--- src/core/gpio_port_defines.vh ---
// Constants for the six-port I/O block: register addresses, reset values, field positions.
// Assumes an 8-bit internal bus with a 16-bit address and single-cycle strobes.
// Summary of operation
// - First port has four latched pins, each with its own direction bit.
// - First port pull-ups enabled together by one bit, only for input pins.
// - Second port has two latched pins; pair pull-up by one bit, inputs only.
// - Third port has three pins; each pull-up bit works in either direction.
// - Fourth port has four pins, group pull-up on inputs, also key-return inputs.
// - Fifth port has two pins; one shares timer output, other external interrupt.
// - Sixth port has six pins, each switchable to a display segment output.
// - Direction bit zero drives the pin; one turns the buffer off for input.
// - Reset loads all ones into five direction registers, 3FH into the sixth.
// - Direction registers take whole-byte writes only, each register independently.
// - A level change on the interrupt-shared pin in output mode raises a request.
// - Reads return latch for output pins and pin level for input pins.
// - Writes update the latch even in input mode; latch holds until next write.
// - Function bit one routes sixth-port pin to the segment driver, zero keeps GPIO.
`ifndef GPIO_PORT_DEFINES_VH
`define GPIO_PORT_DEFINES_VH

// ----------------------------------------
// Register addresses
// ----------------------------------------
`define ADDR_PORT0_DATA     16'hff00
`define ADDR_PORT1_DATA     16'hff01
`define ADDR_PORT2_DATA     16'hff02
`define ADDR_PORT4_DATA     16'hff04
`define ADDR_PORT6_DATA     16'hff06
`define ADDR_PORT8_DATA     16'hff08
`define ADDR_PORT0_DIR      16'hff20
`define ADDR_PORT1_DIR      16'hff21
`define ADDR_PORT2_DIR      16'hff22
`define ADDR_PORT4_DIR      16'hff24
`define ADDR_PORT6_DIR      16'hff26
`define ADDR_PORT8_DIR      16'hff28
`define ADDR_BITWISE_PU     16'hff32
`define ADDR_SEG_FUNC       16'hff58
`define ADDR_GROUP_PU       16'hfff7

// ----------------------------------------
// Reset values
// ----------------------------------------
`define RST_DIR             8'hff
`define RST_DIR8            8'h3f
`define RST_ZERO            8'h00

// ----------------------------------------
// Field positions of the group pull-up register
// ----------------------------------------
`define GPU_PORT0_BIT       0
`define GPU_PORT1_BIT       1
`define GPU_PORT4_BIT       4

`endif

--- src/core/gpio_port_bank.v ---
// One latched I/O port: output latch, direction register, read mux.
// Assumes the parent decodes addresses into per-register write strobes.
`timescale 1ns/1ps
module gpio_port_bank #(
  parameter       WIDTH     = 4,
  parameter [7:0] DIR_RESET = 8'hff
) (
  input  wire             i_mclk,
  input  wire             i_arst_n,
  input  wire             i_wr_latch,
  input  wire             i_wr_dir,
  input  wire [7:0]       i_wdata,
  input  wire [WIDTH-1:0] i_pin,
  output wire [7:0]       o_rdata,
  output wire [7:0]       o_dir,
  output wire [WIDTH-1:0] o_latch
);

  reg  [WIDTH-1:0] latch_q;
  reg  [7:0]       dir_q;
  wire [WIDTH-1:0] rd_bits;

  // ----------------------------------------
  // Latch and direction
  // ----------------------------------------
  always @(posedge i_mclk or negedge i_arst_n)
  begin
    if (!i_arst_n)
    begin
      latch_q <= {WIDTH{1'b0}};
      dir_q   <= DIR_RESET;
    end
    else
    begin
      if (i_wr_latch)
        latch_q <= i_wdata[WIDTH-1:0];
      if (i_wr_dir)
        dir_q <= i_wdata;
    end
  end

  // Input pins read the pad, output pins the latch
  assign rd_bits = (dir_q[WIDTH-1:0] & i_pin) | (~dir_q[WIDTH-1:0] & latch_q);
  assign o_rdata = {{(8-WIDTH){1'b0}}, rd_bits};
  assign o_dir   = dir_q;
  assign o_latch = latch_q;

endmodule // gpio_port_bank

--- src/core/gpio_port_ctrl.v ---
// Six general-purpose ports with direction, pull-up and segment select.
// Assumes a CPU bus with one-cycle write and read strobes, synchronous pins.
`timescale 1ns/1ps
`include "gpio_port_defines.vh"
module gpio_port_ctrl (
  input  wire        i_mclk,
  input  wire        i_arst_n,
  input  wire [15:0] i_addr,
  input  wire        i_wr,
  input  wire        i_rd,
  input  wire [7:0]  i_wdata,
  output reg  [7:0]  o_rdata,
  output wire        o_rd_hit,
  input  wire [3:0]  i_p0_pin,
  output wire [3:0]  o_p0_out,
  output wire [3:0]  o_p0_oe_n,
  output wire [3:0]  o_p0_pullup,
  input  wire [1:0]  i_p1_pin,
  output wire [1:0]  o_p1_out,
  output wire [1:0]  o_p1_oe_n,
  output wire [1:0]  o_p1_pullup,
  input  wire [2:0]  i_p2_pin,
  output wire [2:0]  o_p2_out,
  output wire [2:0]  o_p2_oe_n,
  output wire [2:0]  o_p2_pullup,
  output wire        o_serial_data_in,
  input  wire        i_serial_clock_line,
  input  wire        i_serial_data_out,
  output wire        o_serial_clock_line,
  input  wire [3:0]  i_p4_pin,
  output wire [3:0]  o_p4_out,
  output wire [3:0]  o_p4_oe_n,
  output wire [3:0]  o_p4_pullup,
  output wire [3:0]  o_key_return_inputs,
  input  wire [1:0]  i_p6_pin,
  output wire [1:0]  o_p6_out,
  output wire [1:0]  o_p6_oe_n,
  input  wire        i_timer_output_line,
  output wire        o_ext_irq_pin,
  output wire        o_ext_irq_req,
  input  wire [5:0]  i_p8_pin,
  output wire [5:0]  o_p8_out,
  output wire [5:0]  o_p8_oe_n,
  input  wire [5:0]  i_segment_outputs,
  output wire [5:0]  o_segment_enable
);

  wire [7:0] rd0, rd1, rd2, rd4, rd6, rd8;
  wire [7:0] dir0, dir1, dir2, dir4, dir6, dir8;
  wire [3:0] lat0;
  wire [1:0] lat1;
  wire [2:0] lat2;
  wire [3:0] lat4;
  wire [1:0] lat6;
  wire [5:0] lat8;
  reg  [7:0] group_pullup_select_q;
  reg  [7:0] bitwise_pullup_select_q;
  reg  [7:0] segment_function_select_q;
  reg        irq_level_q;
  reg        irq_out_mode_q;

  // ----------------------------------------
  // Address decode
  // ----------------------------------------
  function hit;
    input [15:0] a;
    input [15:0] b;
    begin
      hit = (a == b);
    end
  endfunction

  gpio_port_bank #(.WIDTH(4), .DIR_RESET(`RST_DIR)) u_p0 (
    .i_mclk     (i_mclk),
    .i_arst_n   (i_arst_n),
    .i_wr_latch (i_wr & hit(i_addr, `ADDR_PORT0_DATA)),
    .i_wr_dir   (i_wr & hit(i_addr, `ADDR_PORT0_DIR)),
    .i_wdata    (i_wdata),
    .i_pin      (i_p0_pin),
    .o_rdata    (rd0),
    .o_dir      (dir0),
    .o_latch    (lat0)
  );

  gpio_port_bank #(.WIDTH(2), .DIR_RESET(`RST_DIR)) u_p1 (
    .i_mclk     (i_mclk),
    .i_arst_n   (i_arst_n),
    .i_wr_latch (i_wr & hit(i_addr, `ADDR_PORT1_DATA)),
    .i_wr_dir   (i_wr & hit(i_addr, `ADDR_PORT1_DIR)),
    .i_wdata    (i_wdata),
    .i_pin      (i_p1_pin),
    .o_rdata    (rd1),
    .o_dir      (dir1),
    .o_latch    (lat1)
  );

  gpio_port_bank #(.WIDTH(3), .DIR_RESET(`RST_DIR)) u_p2 (
    .i_mclk     (i_mclk),
    .i_arst_n   (i_arst_n),
    .i_wr_latch (i_wr & hit(i_addr, `ADDR_PORT2_DATA)),
    .i_wr_dir   (i_wr & hit(i_addr, `ADDR_PORT2_DIR)),
    .i_wdata    (i_wdata),
    .i_pin      (i_p2_pin),
    .o_rdata    (rd2),
    .o_dir      (dir2),
    .o_latch    (lat2)
  );

  gpio_port_bank #(.WIDTH(4), .DIR_RESET(`RST_DIR)) u_p4 (
    .i_mclk     (i_mclk),
    .i_arst_n   (i_arst_n),
    .i_wr_latch (i_wr & hit(i_addr, `ADDR_PORT4_DATA)),
    .i_wr_dir   (i_wr & hit(i_addr, `ADDR_PORT4_DIR)),
    .i_wdata    (i_wdata),
    .i_pin      (i_p4_pin),
    .o_rdata    (rd4),
    .o_dir      (dir4),
    .o_latch    (lat4)
  );

  gpio_port_bank #(.WIDTH(2), .DIR_RESET(`RST_DIR)) u_p6 (
    .i_mclk     (i_mclk),
    .i_arst_n   (i_arst_n),
    .i_wr_latch (i_wr & hit(i_addr, `ADDR_PORT6_DATA)),
    .i_wr_dir   (i_wr & hit(i_addr, `ADDR_PORT6_DIR)),
    .i_wdata    (i_wdata),
    .i_pin      (i_p6_pin),
    .o_rdata    (rd6),
    .o_dir      (dir6),
    .o_latch    (lat6)
  );

  gpio_port_bank #(.WIDTH(6), .DIR_RESET(`RST_DIR8)) u_p8 (
    .i_mclk     (i_mclk),
    .i_arst_n   (i_arst_n),
    .i_wr_latch (i_wr & hit(i_addr, `ADDR_PORT8_DATA)),
    .i_wr_dir   (i_wr & hit(i_addr, `ADDR_PORT8_DIR)),
    .i_wdata    (i_wdata),
    .i_pin      (i_p8_pin),
    .o_rdata    (rd8),
    .o_dir      (dir8),
    .o_latch    (lat8)
  );

  // ----------------------------------------
  // Pull-up and segment function registers
  // ----------------------------------------
  always @(posedge i_mclk or negedge i_arst_n)
  begin
    if (!i_arst_n)
    begin
      group_pullup_select_q     <= `RST_ZERO;
      bitwise_pullup_select_q   <= `RST_ZERO;
      segment_function_select_q <= `RST_ZERO;
    end
    else if (i_wr)
    begin
      if (hit(i_addr, `ADDR_GROUP_PU))
        group_pullup_select_q <= i_wdata & 8'h13;
      if (hit(i_addr, `ADDR_BITWISE_PU))
        bitwise_pullup_select_q <= i_wdata & 8'h07;
      if (hit(i_addr, `ADDR_SEG_FUNC))
        segment_function_select_q <= i_wdata & 8'h3f;
    end
  end

  // ----------------------------------------
  // Pin drivers; direction one releases the pad
  // ----------------------------------------
  // Serial clock and data are ANDed with the latch, so latch must be one to pass them
  assign o_p0_out  = lat0;
  assign o_p0_oe_n = dir0[3:0];
  assign o_p1_out  = lat1;
  assign o_p1_oe_n = dir1[1:0];
  assign o_p2_out  = {lat2[2], lat2[1] & i_serial_data_out, lat2[0] & i_serial_clock_line};
  assign o_p2_oe_n = dir2[2:0];
  assign o_p4_out  = lat4;
  assign o_p4_oe_n = dir4[3:0];
  // Timer output is ORed with latch, so latch must be zero to pass it
  assign o_p6_out  = {lat6[1], lat6[0] | i_timer_output_line};
  assign o_p6_oe_n = dir6[1:0];
  assign o_p8_out  = lat8;
  assign o_p8_oe_n = dir8[5:0] | segment_function_select_q[5:0];

  // Segment driver owns pads whose select bit is set
  assign o_segment_enable = segment_function_select_q[5:0];

  assign o_p0_pullup = {4{group_pullup_select_q[`GPU_PORT0_BIT]}} & dir0[3:0];
  assign o_p1_pullup = {2{group_pullup_select_q[`GPU_PORT1_BIT]}} & dir1[1:0];
  assign o_p4_pullup = {4{group_pullup_select_q[`GPU_PORT4_BIT]}} & dir4[3:0];
  assign o_p2_pullup = bitwise_pullup_select_q[2:0];

  // ----------------------------------------
  // Alternate-function inputs
  // ----------------------------------------
  assign o_key_return_inputs = i_p4_pin;
  assign o_serial_data_in    = i_p2_pin[2];
  assign o_serial_clock_line = i_p2_pin[0];

  // ----------------------------------------
  // External interrupt pin
  // ----------------------------------------
  // Output mode feeds the driven level back, so its changes raise requests
  assign o_ext_irq_pin = dir6[1] ? i_p6_pin[1] : lat6[1];

  always @(posedge i_mclk or negedge i_arst_n)
  begin
    if (!i_arst_n)
    begin
      irq_level_q    <= 1'b0;
      irq_out_mode_q <= 1'b0;
    end
    else
    begin
      irq_level_q    <= lat6[1];
      irq_out_mode_q <= ~dir6[1];
    end
  end

  assign o_ext_irq_req = irq_out_mode_q & ~dir6[1] & (irq_level_q != lat6[1]);

  // ----------------------------------------
  // Read mux
  // ----------------------------------------
  assign o_rd_hit = i_rd;

  always @*
  begin
    case (i_addr)
      `ADDR_PORT0_DATA: o_rdata = rd0;
      `ADDR_PORT1_DATA: o_rdata = rd1;
      `ADDR_PORT2_DATA: o_rdata = rd2;
      `ADDR_PORT4_DATA: o_rdata = rd4;
      `ADDR_PORT6_DATA: o_rdata = rd6;
      `ADDR_PORT8_DATA: o_rdata = rd8;
      `ADDR_PORT0_DIR:  o_rdata = dir0;
      `ADDR_PORT1_DIR:  o_rdata = dir1;
      `ADDR_PORT2_DIR:  o_rdata = dir2;
      `ADDR_PORT4_DIR:  o_rdata = dir4;
      `ADDR_PORT6_DIR:  o_rdata = dir6;
      `ADDR_PORT8_DIR:  o_rdata = dir8;
      `ADDR_GROUP_PU:   o_rdata = group_pullup_select_q;
      `ADDR_BITWISE_PU: o_rdata = bitwise_pullup_select_q;
      `ADDR_SEG_FUNC:   o_rdata = segment_function_select_q;
      default:          o_rdata = 8'h00;
    endcase
  end

endmodule // gpio_port_ctrl

--- config.mk ---
export PLATFORM = sky130hd
export DESIGN_NAME = gpio_port_ctrl
export DESIGN_NICKNAME = d
export VERILOG_FILES = /design/src/core/gpio_port_bank.v /design/src/core/gpio_port_ctrl.v
export VERILOG_INCLUDE_DIRS = /design/src /design/src/core
export SDC_FILE = /design/constraint.sdc
export NUM_CORES = 1
export LEC_CHECK = 0
export BUFFER_PORTS_ARGS = -buffer_cell sky130_fd_sc_hd__buf_2
export CELL_PAD_IN_SITES_DETAIL_PLACEMENT = 2
export CELL_PAD_IN_SITES_GLOBAL_PLACEMENT = 2
export CORE_MARGIN = 4
export CORE_UTILIZATION = 35
export CTS_CLUSTER_SIZE = 24
export DETAILED_ROUTE_END_ITERATION = 10
export PLACE_DENSITY = 0.85
export SLEW_MARGIN = 25
export SYNTH_ARGS = -nofsm -noshare
export SYNTH_HDL_FRONTEND = slang
export SYNTH_SLANG_ARGS = --single-unit
--- constraint.sdc ---
create_clock -name i_mclk -period 2.9 [get_ports i_mclk]
set_input_delay 0.58 -clock i_mclk [delete_from_list [all_inputs] [get_ports i_mclk]]
set_output_delay 0.58 -clock i_mclk [all_outputs]
set_load 0.02 [all_outputs]
Word-level counts from Yosys, hierarchy flattened
Cells that the tools add are included.
Widths: inputs -> output; s select.
{"block": "op_classes", "n_addsub": 0, "mul": 0, "n_div": 0, "n_lt_le_gt_ge": 0, "eq_ne": 16, "shift": 0, "muxes": 2, "bitwise": 46, "reduce_logical": 3}
{"cell": "$eq 16x16->1 const B", "n": 15}
{"cell": "$pmux 8 s15", "n": 1}
{"cell": "$and 4x4->4", "n": 6}
{"cell": "$and 1x1->1", "n": 16}
{"cell": "$and 6x6->6", "n": 2}
{"cell": "$or 6x6->6", "n": 2}
{"cell": "$and 2x2->2", "n": 5}
{"cell": "$not 4->4", "n": 2}
{"cell": "$or 4x4->4", "n": 2}
{"cell": "$and 3x3->3", "n": 2}
{"cell": "$not 6->6", "n": 1}
{"cell": "$reduce_and 2->1", "n": 3}
{"cell": "$not 2->2", "n": 2}
{"cell": "$or 2x2->2", "n": 2}
{"cell": "$not 3->3", "n": 1}
{"cell": "$or 3x3->3", "n": 1}
{"cell": "$mux 1", "n": 1}
{"cell": "$ne 1x1->1", "n": 1}
{"cell": "$not 1->1", "n": 1}
{"cell": "$or 1x1->1", "n": 1}
{"block": "totals", "regBits": 83, "latch_bits": 0, "ram_bits": 0, "romBits": 0, "out_inout_bits": 78, "wordCells": 84, "memories": 0}

Longest topological paths before layout
{"block": "depth", "word_depth": 4, "mapped_depth": 7, "mapped_depth_nobuf": 5}

Modules after synthesis
Synthesis repeated with hierarchy kept, for this count alone.
{"block": "hier_totals", "cells_unflattened": 427, "area_unflattened_um2": 5167.5}
{"module": "gpio_port_ctrl", "instances": 1, "cells_each": 228, "area_each_um2": 1863.0}
{"module": "gpio_port_bank (u_p0 ...)", "instances": 2, "cells_each": 34, "area_each_um2": 565.5}
{"module": "gpio_port_bank (u_p1 ...)", "instances": 2, "cells_each": 30, "area_each_um2": 485.5}
{"module": "gpio_port_bank (u_p8)", "instances": 1, "cells_each": 39, "area_each_um2": 676.9}
{"module": "gpio_port_bank (u_p2)", "instances": 1, "cells_each": 32, "area_each_um2": 525.5}

Worst setup path after synthesis
No wires, ideal clock.
{"block": "synth_timing", "path_type": "input to output", "from": "input i_addr[0]", "to": "output o_rdata[1]", "arrival_time_ns": 2.009, "t_required_ns": 2.320, "path_slack_ns": 0.311, "path_stages": 5, "n_path_buf": 1, "path_cell_list": "or4b_2 > clkbuf_1 > o221ai_1 > a221oi_1 > o221ai_1"}
{"block": "synth_via", "elab_chain_cells": 2, "elab_cells_between_ends": 16}
{"item": "start: declaration", "line": "gpio_port_ctrl.v:8", "source": "input wire [15:0] i_addr,"}
{"item": "$eq 16x16->1", "line": "gpio_port_ctrl.v:229", "source": "case (i_addr)"}
{"item": "$pmux 8 s15 (*)", "line": "gpio_port_ctrl.v:229"}
{"item": "end: declaration", "line": "gpio_port_ctrl.v:12", "source": "output reg [7:0] o_rdata,"}
Mark *: on every way between the ends. The rest lies on a longest branch, timed or not.

Final worst setup path
{"block": "layout_timing", "from": "input i_addr[1]", "to": "output o_rdata[1]"}
Same word-level chain as after synthesis.

==> results_dict.tcl <==
set metrics [dict create \
    critPathLaunchType "input port" \
    vias 3657 \
    die_w_um 121.6 \
    cts.clk_slew.worst_paths_ns 0.06 \
    maxSlewViolCount 0 \
    p_sw_mw 0.5948 \
    detail_route.wl_per_cell_um 25.36 \
    crit_required_ns 2.32 \
    drive_gt1_frac 0.6708 \
    hold_viol_final 0 \
    run_status "complete, no violations" \
    ys_warn_count 0 \
    netlist_area_um2 4513 \
    cp_cell_sequence "buf_2, buf_12, nor4b_2, buf_4, and4_1, a222oi_1, o221ai_1, buf_4" \
    p_sw_frac 0.2312 \
    crit_path_max_incr_delay_ns 0.34 \
    synth_edf_count 0 \
    root_buffer "clkbuf_16" \
    fin_cells 661 \
    worstPathMaxFanout 14 \
    clock_path_buffers 2 \
    synth_seq_cells 83 \
    critPathArrivalTime_ns 2.28 \
    p_leak_nw 2.834 \
    die_h_um 121.6 \
    timing.setup.tns_ns 0 \
    cp_slowest_cell "a222oi_1" \
    fin_crit_ns 2.864 \
    port_buffers 127 \
    slew_headroom 0.6642 \
    gr-total-overflow 0 \
    nFillCells 1299 \
    synthCells 361 \
    grt_pass1_wl_um 25120 \
    n_antenna_cell 0 \
    finalClockSkew_ns 0.001240 \
    avgViaCountPerCell 5.533 \
    io_pins 136 \
    dp_cells 642 \
    initial_core_util 0.3576 \
    period_share 0.9878 \
    die_area_um2 14780 \
    vdd_drop_max_uv 202.0 \
    drtIter0Drc 167 \
    synth_nets 419 \
    yosys.cell_types.count 51 \
    setup_violations 0 \
    grt_setup_unrepaired "yes" \
    synth_top_flop_cell "dfstp_2" \
    area_delta_synth_final_pct 26.89 \
    multiInputGateArea_um2 2177 \
    p_seq_frac 0.452 \
    yosys.area.top_type_share 0.2678 \
    h-tree-depth 3 \
    grt_usage 0.2269 \
    cts_num_sinks 83 \
    yosysSeqAreaShare 0.4730 \
    netlist_top_cells_area "dfstp_2 (27%), mux2_2 (21%), dfrtp_1 (21%)" \
    insertion_delay_ns 0.35 \
    tightest_slew_ns 0.4991 \
    rows 41 \
    fmax_ghz 0.3491 \
    numCtsBuffers 9 \
    hp-class "input port to async pin" \
    comb_power_share 0.067 \
    endpoint_kind "output port" \
    p_per_area_nw_per_um2 449.2 \
    place_congestion 0.8304 \
    place_hpwl_um 11870 \
    dr.pass1.iters 4 \
    wirelength_um 16760 \
    startpoint "i_addr[1]" \
    fin_nets 542 \
    grt_max_degree 84 \
    crit_top_cell "buf_4" \
    ant_nets 0 \
    cts_hold_buf 0 \
    regArea_um2 2135 \
    p_clk_frac 0.482 \
    tritoncts "yes" \
    r2r-start "group_pullup_select_q[0]" \
    drv_cap 0 \
    p_int_mw 1.977 \
    path_class "input port to output port" \
    remaining_drc_errors 0 \
    core_area_um2 12620 \
    antenna_found_initial 0 \
    first_global_vias 4077 \
    avgSynthCellArea_um2 12.50 \
    power_mw 2.572 \
    ys_async_sr_fraction 1.000 \
    yosys.area.top_type "dfstp_2" \
]
[layout make-up]
cell class	count	share of cell area
clock buffers	11	0.04064
clock inverters	5	0.01376
inverters	1	0.0006555
multi-input cells	237	0.3802
flip-flops and latches	83	0.3727
well taps	172	0.03758
repair buffers	152	0.1545
[metrics by stage]
stage	setup slack (ns)	util	hold slack [ns]	area [um2]
floorplan	0.3108	-	0.2844	4513
global placement	0.05499	0.4229	0.4580	5336
detailed placement	0.05079	0.4229	0.4642	5336
CTS	-0.005286	0.4478	0.2837	5652
global route	-0.01608	0.4538	0.2899	5727
finish	0.03552	0.4538	0.2300	5727
[critical path, delay by kind of cell]
family | cells | cell delay, ns
simple gates | 2 | 0.42
compound gates | 2 | 0.58
buf+inv | 4 | 0.70
[worst paths after layout]
| check | endpoint | slack (ns) | depth (start not counted) |
|---|---|---|---|
| worst max-delay path | o_rdata[1] | 0.04 | 8 |
| worst min-delay path | u_p8.o_latch[5] | 0.23 | 2 |
| worst max register to register | group_pullup_select_q[0] | 1.97 | 1 |
| worst min register to register | irq_level_q | 0.50 | 0 |
| max in group asynchronous | u_p1.o_dir[2] | 2.23 | 2 |
| min in group i_mclk | irq_level_q | 0.50 | 0 |
[layout by cell type, fill, tap and decap left out, drive strengths merged, types with 3 or more instances in the layout]
cell and n:
and2 13, nor4 5, dfstp 46, a222oi 3
mux2 92, nor2 7, clkbuf 11, and3 4
nand4 4, mux2i 10, nand3 3, a22oi 18
a31oi 4, nor4b 4, o21ai 5, or2 7
clkinv 3, buf 152, o221ai 3, a221oi 5
nand2 21, dfrtp 37
[what timing repair did]
| action | 4_1_cts | 5_1_grt |
|---|---|---|
| endpoints found under the setup margin | 2 | 4 |
| gates resized for setup | 1 | 11 |
| setup buffers | 0 | 3 |
| pin swaps | 1 | 2 |
[flip-flops by register name, indices dropped and copies added (netlist names)]
register                   flops
segment_function_select_q      6
u_p0.o_latch                   4
u_p6.o_latch                   2
u_p6.o_dir                     8
u_p1.o_latch                   2
u_p8.o_dir                     8
u_p8.o_latch                   6
u_p0.o_dir                     8
irq_level_q                    1
u_p2.o_dir                     8
u_p4.o_dir                     8
u_p4.o_latch                   4
group_pullup_select_q          3
irq_out_mode_q                 1
bitwise_pullup_select_q        3
u_p1.o_dir                     8
u_p2.o_latch                   3
[power by group through the flow]
stage	Sequential (mW)	Combinational (mW)	Clock [mW]
after floorplan	1.18	0.0558	0
after global routing	1.16	0.183	1.32
after detailed placement	1.18	0.164	0
final	1.16	0.171	1.24
after CTS	1.16	0.166	1.25
after global placement	1.18	0.156	0
[layer usage]
| layer | GRT usage | up-vias | wire, um |
|---|---|---|---|
| met5 | 0 | - | 0 |
| met4 | 0.09314 | 0 | 449 |
| met3 | 0.04085 | 34 | 865 |
| met2 | 0.3945 | 129 | 8619 |
| met1 | 0.2776 | 1909 | 6830 |
| li1 | - | 1585 | - |
[cell usage after synthesis (4+ instances only)]
master	count
or2_2	7
a221oi_1	5
a31oi_1	4
clkbuf_1	6
o21ai_0	5
mux2_1	6
mux2_2	86
and3_1	4
buf_2	8
nor2_1	7
and2_1	13
dfstp_2	46
nor4_1	4
dfrtp_1	37
nand2_1	14
a22oi_1	18
mux2i_1	10
nand2_4	6
buf_4	24
nand4_1	4
[cells by family after synthesis]
group	Yosys count	synth area share
simple gates	83	0.1292
buf+inv	41	0.05794
mux	102	0.2517
compound gates	51	0.08622
xor+xnor	1	0.001941
flops	83	0.4730
(Power assumes the default switching activity.)
